===== config.mk =====
export PLATFORM = sky130hd
export DESIGN_NAME = pmc_regs
export DESIGN_NICKNAME = d
export VERILOG_FILES = /design/src/rtl/pmc_pkg.sv /design/src/rtl/pmc_sync.sv /design/src/rtl/pmc_regs.sv
export SDC_FILE = /design/constraint.sdc
export NUM_CORES = 1
export LEC_CHECK = 0
export BUFFER_PORTS_ARGS = -buffer_cell sky130_fd_sc_hd__buf_2
export CAP_MARGIN = 10
export CORE_MARGIN = 1.5
export CORE_UTILIZATION = 50
export DETAILED_ROUTE_END_ITERATION = 8
export GPL_TIMING_DRIVEN = 0
export PLACE_DENSITY = 0.92
export SKIP_LAST_GASP = 1
export SLEW_MARGIN = 20
export SYNTH_ARGS = -nofsm -noshare
export SYNTH_HDL_FRONTEND = slang
export SYNTH_HIERARCHICAL = 1
export SYNTH_SLANG_ARGS = --single-unit

===== constraint.sdc =====
create_clock -name i_clk -period 4.03 [get_ports i_clk]
set_input_delay 0.806 -clock i_clk [delete_from_list [all_inputs] [get_ports i_clk]]
set_output_delay 0.806 -clock i_clk [all_outputs]
set_load 0.03 [all_outputs]

===== src/rtl/pmc_pkg.sv =====
// Purpose: Shared constants for the power mode control register bank.
// Assumes: 32-bit peripheral bus data, word-aligned register offsets.
// Notes:   Field positions are bit indices within each 32-bit register.
package pmc_pkg;

  localparam int unsigned PMC_ADDR_W  = 8;
  localparam int unsigned PMC_DATA_W  = 32;
  localparam int unsigned PMC_WAKE_N  = 8;
  localparam int unsigned PMC_THR_W   = 3;

  // Register offsets (byte addresses).
  localparam logic [PMC_ADDR_W-1:0] PMC_CTRL_OFS = 8'h00;
  localparam logic [PMC_ADDR_W-1:0] PMC_STAT_OFS = 8'h04;

  // Reset values.
  localparam logic [PMC_DATA_W-1:0] PMC_CTRL_RST = 32'h00000000;
  localparam logic [PMC_DATA_W-1:0] PMC_STAT_RST = 32'h00000000;

  // Control register fields.
  localparam int unsigned PMC_CTRL_LPSEL_BIT  = 0;
  localparam int unsigned PMC_CTRL_PDSEL_BIT  = 1;
  localparam int unsigned PMC_CTRL_WCLR_BIT   = 2;
  localparam int unsigned PMC_CTRL_SCLR_BIT   = 3;
  localparam int unsigned PMC_CTRL_DETEN_BIT  = 4;
  localparam int unsigned PMC_CTRL_THR_LSB    = 5;
  localparam int unsigned PMC_CTRL_BKWE_BIT   = 8;

  // Status register fields.
  localparam int unsigned PMC_STAT_WAKE_BIT   = 0;
  localparam int unsigned PMC_STAT_STBY_BIT   = 1;
  localparam int unsigned PMC_STAT_DET_BIT    = 2;
  localparam int unsigned PMC_STAT_WPCFG_LSB  = 8;

  // Timing: wake flag clears this many clocks after the write of 1.
  localparam int unsigned PMC_WCLR_DELAY      = 2;
  // Extra wait states: every access has one, a status read one more.
  localparam logic [1:0]  PMC_WAIT_STD        = 2'h0;
  localparam logic [1:0]  PMC_WAIT_STAT_RD    = 2'h1;

endpackage : pmc_pkg


===== src/rtl/pmc_sync.sv =====
// Purpose: Two-flop synchroniser for a bundle of asynchronous levels.
// Assumes: Each bit is an independent level; no word coherency is implied.
// Notes:   The first stage feeds only the second stage.
`timescale 1ns/1ps
`default_nettype none
module pmc_sync #(
  parameter int unsigned W = 1
) (
  input  wire logic         i_clk,
  input  wire logic         i_rst_n,
  input  wire logic [W-1:0] i_async,
  output logic      [W-1:0] o_sync
);

  logic [W-1:0] meta_r;
  logic [W-1:0] sync_r;

  always_ff @(posedge i_clk or negedge i_rst_n) begin
    if (!i_rst_n) begin
      meta_r <= '0;
      sync_r <= '0;
    end else begin
      meta_r <= i_async;
      sync_r <= meta_r;
    end
  end

  assign o_sync = sync_r;

endmodule // pmc_sync
`default_nettype wire


===== src/rtl/pmc_regs.sv =====
// Purpose: Power mode control and status registers on the peripheral bus.
// Assumes: APB3 slave on i_clk; pins and alarm are asynchronous levels.
// Notes:   i_rst_n is the power-on/off reset and clears everything.
//
// Summary of operation
// - Control register resets to zero, also on wake from standby.
// - Bit 0 puts the regulator into low power during stop mode.
// - Bit 1 selects standby (1) or stop (0) as deep-sleep target.
// - Writing 1 to bit 2 clears the wake flag two clocks later.
// - Writing 1 to bit 3 clears the standby flag; 0 does nothing.
// - Bit 4 switches the supply-voltage detector on or off.
// - Bits 7:5 pick detector threshold, 2.2V to 2.9V in 100 mV steps.
// - Bit 8 allows backup-domain writes; blocked after reset.
// - Status register resets to zero but survives a standby wake.
// - Status register reads take one extra bus wait cycle.
// - Wake flag sets on an enabled wake pin high or clock alarm.
// - Standby flag sets on standby entry; cleared only by power reset or clear bit.
// - Detector flag is 1 when supply below threshold, valid when enabled.
// - Detector flag reads 0 after reset and on standby entry.
// - Wake pin configure bits 15:8 let each pin wake from standby.
// - A system reset clears all wake pin configure bits.
`timescale 1ns/1ps
`default_nettype none
module pmc_regs
  import pmc_pkg::*;
#(
  parameter int unsigned WAKE_N = pmc_pkg::PMC_WAKE_N
) (
  input  wire logic                             i_clk,
  input  wire logic                             i_rst_n,
  // Peripheral bus slave.
  input  wire logic                             i_psel,
  input  wire logic                             i_penable,
  input  wire logic                             i_pwrite,
  input  wire logic [pmc_pkg::PMC_ADDR_W-1:0]   i_paddr,
  input  wire logic [pmc_pkg::PMC_DATA_W-1:0]   i_pwdata,
  output logic      [pmc_pkg::PMC_DATA_W-1:0]   o_prdata,
  output logic                                  o_pready,
  output logic                                  o_pslverr,
  // Reset sources other than power-on/off, synchronous one-cycle pulses.
  input  wire logic                             i_system_reset,
  input  wire logic                             i_standby_wake,
  // Core low-power handshake, synchronous.
  input  wire logic                             i_core_deep_sleep_select,
  input  wire logic                             i_wait_exec,
  // Asynchronous inputs.
  input  wire logic [WAKE_N-1:0]                i_wake_pin,
  input  wire logic                             i_alarm_wake,
  input  wire logic                             i_detector_below,
  // Controls to the power domain.
  output logic                                  o_regulator_lowpower,
  output logic                                  o_stop_entry,
  output logic                                  o_standby_entry,
  output logic                                  o_detector_enable,
  output logic      [pmc_pkg::PMC_THR_W-1:0]    o_detector_threshold,
  output logic                                  o_backup_write_enable,
  output logic      [WAKE_N-1:0]                o_wake_pin_enable,
  output logic                                  o_wake_request
);

  // Control register state.
  logic                 lp_sel_r;
  logic                 pd_sel_r;
  logic                 det_en_r;
  logic [PMC_THR_W-1:0] det_thr_r;
  logic                 bk_we_r;
  // Status register state.
  logic                 wake_flag_r;
  logic                 stby_flag_r;
  logic                 det_flag_r;
  logic [WAKE_N-1:0]    wp_cfg_r;
  // Wake flag clear pipeline.
  logic [PMC_WCLR_DELAY-1:0] wclr_pipe_r;
  // Bus slave state.
  logic [1:0]           wait_cnt_r;
  logic                 pready_r;
  logic                 pslverr_r;
  logic [PMC_DATA_W-1:0] prdata_r;
  // Output registers.
  logic                 stop_entry_r;
  logic                 stby_entry_r;
  logic                 wake_req_r;

  // Synchronised asynchronous inputs.
  logic [WAKE_N-1:0]    wake_pin_s;
  logic                 alarm_s;
  logic                 below_s;

  pmc_sync #(
    .W (WAKE_N + 2)
  ) u_sync (
    .i_clk   (i_clk),
    .i_rst_n (i_rst_n),
    .i_async ({i_wake_pin, i_alarm_wake, i_detector_below}),
    .o_sync  ({wake_pin_s, alarm_s, below_s})
  );

  // Address decode and bus phase.
  wire                  acc_phase    = i_psel & i_penable & ~pready_r;
  wire                  hit_ctrl     = (i_paddr == PMC_CTRL_OFS);
  wire                  hit_stat     = (i_paddr == PMC_STAT_OFS);
  wire                  hit_any      = hit_ctrl | hit_stat;
  // A status read holds the bus one cycle longer than any other access.
  wire [1:0]            wait_need    = (hit_stat & ~i_pwrite) ? PMC_WAIT_STAT_RD
                                                              : PMC_WAIT_STD;
  wire                  acc_done     = acc_phase & (wait_cnt_r == wait_need);
  wire                  wr_ctrl      = acc_done & i_pwrite & hit_ctrl;
  wire                  wr_stat      = acc_done & i_pwrite & hit_stat;

  // Write-one strobes; a 0 in either bit leaves the flags alone.
  wire                  wclr_req     = wr_ctrl & i_pwdata[PMC_CTRL_WCLR_BIT];
  wire                  sclr_req     = wr_ctrl & i_pwdata[PMC_CTRL_SCLR_BIT];

  // Read-back images; strobe bits and reserved bits read as zero.
  wire [PMC_DATA_W-1:0] ctrl_img     = {23'h000000, bk_we_r, det_thr_r, det_en_r,
                                        2'h0, pd_sel_r, lp_sel_r};
  wire [PMC_DATA_W-1:0] stat_img     = {16'h0000, wp_cfg_r, 5'h00, det_flag_r,
                                        stby_flag_r, wake_flag_r};
  wire [PMC_DATA_W-1:0] rd_mux       = hit_ctrl ? ctrl_img :
                                       hit_stat ? stat_img : PMC_STAT_RST;

  // Wake sources: only pins whose configure bit is set can wake.
  wire                  pin_wake     = |(wake_pin_s & wp_cfg_r);
  wire                  wake_event   = pin_wake | alarm_s;

  // Deep-sleep entry; standby is refused while the wake flag is still set.
  wire                  deep_sleep   = i_wait_exec & i_core_deep_sleep_select;
  wire                  enter_stby   = deep_sleep & pd_sel_r & ~wake_flag_r;
  wire                  enter_stop   = deep_sleep & ~pd_sel_r;

  // Control register is cleared by power reset, system reset or standby wake.
  wire                  ctrl_clear   = i_system_reset | i_standby_wake;

  // Next values for the status flags.
  logic                 wake_flag_nxt;
  logic                 stby_flag_nxt;
  logic                 det_flag_nxt;
  logic [WAKE_N-1:0]    wp_cfg_nxt;

  always_comb begin
    // The set wins over a clear landing in the same cycle.
    wake_flag_nxt = wake_flag_r;
    if (wclr_pipe_r[PMC_WCLR_DELAY-1]) begin
      wake_flag_nxt = 1'b0;
    end
    if (wake_event) begin
      wake_flag_nxt = 1'b1;
    end

    stby_flag_nxt = stby_flag_r;
    if (sclr_req) begin
      stby_flag_nxt = 1'b0;
    end
    if (enter_stby) begin
      stby_flag_nxt = 1'b1;
    end

    // The detector stops in standby, so its flag drops on entry.
    det_flag_nxt = det_en_r & below_s & ~enter_stby;

    wp_cfg_nxt = wp_cfg_r;
    if (wr_stat) begin
      wp_cfg_nxt = i_pwdata[PMC_STAT_WPCFG_LSB +: WAKE_N];
    end
    if (i_system_reset) begin
      wp_cfg_nxt = '0;
    end
  end

  // Control register.
  always_ff @(posedge i_clk or negedge i_rst_n) begin
    if (!i_rst_n) begin
      lp_sel_r  <= PMC_CTRL_RST[PMC_CTRL_LPSEL_BIT];
      pd_sel_r  <= PMC_CTRL_RST[PMC_CTRL_PDSEL_BIT];
      det_en_r  <= PMC_CTRL_RST[PMC_CTRL_DETEN_BIT];
      det_thr_r <= PMC_CTRL_RST[PMC_CTRL_THR_LSB +: PMC_THR_W];
      bk_we_r   <= PMC_CTRL_RST[PMC_CTRL_BKWE_BIT];
    end else if (ctrl_clear) begin
      lp_sel_r  <= PMC_CTRL_RST[PMC_CTRL_LPSEL_BIT];
      pd_sel_r  <= PMC_CTRL_RST[PMC_CTRL_PDSEL_BIT];
      det_en_r  <= PMC_CTRL_RST[PMC_CTRL_DETEN_BIT];
      det_thr_r <= PMC_CTRL_RST[PMC_CTRL_THR_LSB +: PMC_THR_W];
      bk_we_r   <= PMC_CTRL_RST[PMC_CTRL_BKWE_BIT];
    end else if (wr_ctrl) begin
      lp_sel_r  <= i_pwdata[PMC_CTRL_LPSEL_BIT];
      pd_sel_r  <= i_pwdata[PMC_CTRL_PDSEL_BIT];
      det_en_r  <= i_pwdata[PMC_CTRL_DETEN_BIT];
      det_thr_r <= i_pwdata[PMC_CTRL_THR_LSB +: PMC_THR_W];
      bk_we_r   <= i_pwdata[PMC_CTRL_BKWE_BIT];
    end
  end

  // Status register; a standby wake leaves it untouched.
  always_ff @(posedge i_clk or negedge i_rst_n) begin
    if (!i_rst_n) begin
      wake_flag_r <= PMC_STAT_RST[PMC_STAT_WAKE_BIT];
      stby_flag_r <= PMC_STAT_RST[PMC_STAT_STBY_BIT];
      det_flag_r  <= PMC_STAT_RST[PMC_STAT_DET_BIT];
      wp_cfg_r    <= PMC_STAT_RST[PMC_STAT_WPCFG_LSB +: WAKE_N];
    end else begin
      wake_flag_r <= wake_flag_nxt;
      stby_flag_r <= stby_flag_nxt;
      det_flag_r  <= det_flag_nxt;
      wp_cfg_r    <= wp_cfg_nxt;
    end
  end

  // Delay the wake flag clear so it lands two clocks after the write.
  always_ff @(posedge i_clk or negedge i_rst_n) begin
    if (!i_rst_n) begin
      wclr_pipe_r <= '0;
    end else begin
      wclr_pipe_r <= {wclr_pipe_r[PMC_WCLR_DELAY-2:0], wclr_req};
    end
  end

  // Bus slave: one wait state per access, two for a status read.
  always_ff @(posedge i_clk or negedge i_rst_n) begin
    if (!i_rst_n) begin
      wait_cnt_r <= 2'h0;
      pready_r   <= 1'b0;
      pslverr_r  <= 1'b0;
      prdata_r   <= PMC_STAT_RST;
    end else if (acc_done) begin
      wait_cnt_r <= 2'h0;
      pready_r   <= 1'b1;
      pslverr_r  <= ~hit_any;
      prdata_r   <= i_pwrite ? PMC_STAT_RST : rd_mux;
    end else if (acc_phase) begin
      wait_cnt_r <= wait_cnt_r + 2'h1;
      pready_r   <= 1'b0;
      pslverr_r  <= 1'b0;
    end else begin
      wait_cnt_r <= 2'h0;
      pready_r   <= 1'b0;
      pslverr_r  <= 1'b0;
    end
  end

  // Entry strobes and the wake request are registered for clean outputs.
  always_ff @(posedge i_clk or negedge i_rst_n) begin
    if (!i_rst_n) begin
      stop_entry_r <= 1'b0;
      stby_entry_r <= 1'b0;
      wake_req_r   <= 1'b0;
    end else begin
      stop_entry_r <= enter_stop;
      stby_entry_r <= enter_stby;
      wake_req_r   <= wake_event;
    end
  end

  assign o_prdata              = prdata_r;
  assign o_pready              = pready_r;
  assign o_pslverr             = pslverr_r;
  assign o_regulator_lowpower  = lp_sel_r;
  assign o_stop_entry          = stop_entry_r;
  assign o_standby_entry       = stby_entry_r;
  assign o_detector_enable     = det_en_r;
  assign o_detector_threshold  = det_thr_r;
  assign o_backup_write_enable = bk_we_r;
  assign o_wake_pin_enable     = wp_cfg_r;
  assign o_wake_request        = wake_req_r;

endmodule // pmc_regs
`default_nettype wire


==> results by group <==
Run status
  – Run status: finished clean

Logic synthesis
  – Ys async rst share: 1.00
  – Synth Area in XOR/XNOR: 0
  – Largest family of logic cells by synthesized area: simple AND/OR/NAND/NOR gates
  – Library cells used by synthesis: 40
  – Synthesized-area fraction occupied by adder cells: 0
  – Seq cells post-synth: 62
  – Post-synth EDFFs: 0
  – Mapped cell area: 2430 um2
  – Simple-gate share of the synthesized area: 0.138
  – Top FF cell, synth: dfrtp_1
  – Cells after synthesis: 188
  – Avg Synthesized Cell Area: 12.9 um2
  – Proportion of synthesized area in mux cells: 0.0784
  – Sequential cell area fraction in the yosys report: 0.639
  – Complex-gate fraction of the synthesized area: 0.0696
  – YS warnings: 6

STA
  – Unrepaired setup endpoints after global routing: no
  – Sum Neg Setup Slack: 0 ns
  – Max Fclk: 411 MHz
  – Worst Skew: 0.00680 ns
  – Fin. Hold Viols: 0
  – Relative slew slack: 0.482
  – Worst slew pin tran: 0.771 ns
  – Max Slew Vio Count: 0
  – Setup violators final: 0
  – Period utilization: 0.603
  – Fin crit period: 2.43 ns

Min path
  – Cell depth of the worst hold path: 0
  – Hold worst-path end: u_sync/o_sync[8]$_DFF_PN0_
  – Class of the worst hold path: flip-flop to flip-flop
  – Hold Path Origin: u_sync/meta_r[8]$_DFF_PN0_

Layout
  – Commonest non-fill, non-tap cells in the layout: 75 x buf_2, 62 x dfrtp_1, 20 x nor2_1
  – Layout cells sized above 1: 0.397
  – Layout Cells excl Fill: 349
  – Area delta synth->final: 31.0%
  – Most common cell after layout, fill and taps aside: buf_2
  – Final #Nets: 349
  – N_diodes: 0

Setup path
  – Critical Path Fanout Max: 9
  – Crit path DAT: 2.63 ns
  – CP Launch Type: input pin
  – R2R Path End: o_detector_threshold[0]$_DFFE_PN0P_
  – Worst reg-to-reg path cell count: 4
  – R2R setup slack: 1.93 ns
  – Crit path required time: 4.23 ns
  – CP Capture Type: flip-flop
  – Reg-to-Reg Start: wait_cnt_r[0]$_DFF_PN0_
  – Crit path kind: input pin to flip-flop

Power
  – Max IR drop VDD: 0.000370 V
  – Leak: 1.65 nW
  – Pwr Total: 0.00140 W
  – Pwr Density: 441 nW/um2

Detailed routing
  – Remaining DRCs: 0
  – TritonRoute pass-1 iters: 4
  – Vias per cell: 5.03
  – Routed WL: 5040 um
  – Antenna Nets Post-Route: 0
  – DR vias: 1754
  – DRT iter0 DRCs: 100
  – Wire per inst: 14.4 um

Clock tree
  – Clock sink count: 62
  – CTS clock-pin slew for the worst setup and hold paths: 0.07 ns
  – Post-CTS setup repair buffer count: 0
  – Total CTS buffers: 9
  – CTS resizes: 0
  – CTS Hold Bufs: 0
  – H-tree depth: 3
  – CTS tree: yes
  – Max Root-Sink Buffers: 2
  – Clock Latency Late Sink: 0.33 ns
  – Root Driver: clkbuf_8

Floorplan
  – Io pins: 110
  – Core Rows: 25
  – Die W: 72.7 um
  – Die footprint: 5280 um2
  – Die height: 72.7 um
  – CORE AREA: 4690 um2
  – Initial Util: 0.517

Global routing
  – Pin count of the biggest net entering global routing: 63
  – Gr ovfl total: 0
  – Initial antenna violation count: 0
  – Vias in the first global route: 1573
  – First-pass GRT wire length: 7400 um
  – Gr usage total: 0.195

Placed design
  – PortBufs: 75
  – Gpl congestion: 0.843
  – Cells after DPL: 333
  – Detailed Place HPWL: 3530 um

Flow run
  – Max cap viols: 0
==> critical path: stages <==
cell and delay, ns:
buf_2 0.11, or4_4 0.53, buf_6 0.15, nor4_4 0.69
mux2i_1 0.27, nor2_1 0.06
==> final cells by class <==
class                   count  area (um2)
flip-flops and latches     62        1550
clock inverters             5         106
fillers                   338        1510
well taps                  54        67.6
multi-input cells         114         758
plain buffers              23         159
clock buffers              11         141
repair buffers             75         378
inverters                   5        18.8
==> synth_stat cells (all sizes together) (2+ instances only) <==
library cell | number | area share
nor4 | 5 | 0.030
o21a | 2 | 0.0062
inv | 5 | 0.0077
a22o | 8 | 0.029
o21ai | 3 | 0.0062
buf | 19 | 0.059
mux2i | 19 | 0.078
dfrtp | 62 | 0.64
a21oi | 2 | 0.0041
a32oi | 3 | 0.011
nor3b | 2 | 0.0062
nor2 | 20 | 0.031
nand2 | 12 | 0.019
clkbuf | 4 | 0.0062
or2 | 2 | 0.0052
a22oi | 2 | 0.0062
==> through the flow <==
step / setup WS, ns / hold slack, ns / util / cell area, um2
global placement: 1.32 / 0.332 / 0.625 / 2930
global route: 1.52 / 0.355 / 0.678 / 3180
detailed placement: 1.26 / 0.335 / 0.625 / 2930
CTS: 1.61 / 0.350 / 0.678 / 3180
finish: 1.60 / 0.349 / 0.678 / 3180
floorplan: 1.60 / 0.331 / - / 2490
==> worst max-delay path by stage <==
stage | to | start | slack, ns
detailed placement | o_detector_threshold[0]$_DFFE_PN0P_ | i_paddr[6] | 1.26
CTS | o_detector_threshold[0]$_DFFE_PN0P_ | i_paddr[6] | 1.61
floorplan | o_wake_pin_enable[1]$_DFFE_PN0P_ | i_paddr[6] | 1.60
global placement | o_regulator_lowpower$_DFFE_PN0P_ | i_paddr[6] | 1.32
finish | o_detector_threshold[0]$_DFFE_PN0P_ | i_paddr[6] | 1.60
global route | o_detector_threshold[1]$_DFFE_PN0P_ | i_paddr[6] | 1.52
==> cell families (layout without fill, tap and decap cells) <==
kind of cell	after synthesis	count (layout)
AOI/OAI and AO/OA	22	22
buffers and inverters	28	119
DFF	62	62
muxes	19	19
other	1	17
and+or+nand+nor	56	56
==> per-layer routing <==
layer | wire [um] | track usage
met1 | 2070 | 0.242
met2 | 2630 | 0.309
met3 | 272 | 0.0525
met4 | 60 | 0.109
met5 | 0 | 0
==> where the power goes <==
group | leakage (nW) | internal (W) | total [W] | switching, W
combinational | 0.719 | 0.0000363 | 0.000100 | 0.0000642
sequential | 0.809 | 0.000636 | 0.000640 | 0.00000438
clock | 0.120 | 0.000429 | 0.000663 | 0.000234
==> state kept, by name (all words and copies together), names as in the netlist <==
signal / flops
o_prdata: 15
u_sync/meta_r: 10
u_sync/o_sync: 10
o_wake_pin_enable: 8
o_detector_threshold: 3
wait_cnt_r: 2
wclr_pipe_r: 2
det_flag_r: 1
o_backup_write_enable: 1
o_detector_enable: 1
o_pready: 1
o_pslverr: 1
o_regulator_lowpower: 1
o_standby_entry: 1
o_stop_entry: 1
o_wake_request: 1
pd_sel_r: 1
stby_flag_r: 1
wake_flag_r: 1
Power figures use the tool's default switching activity.
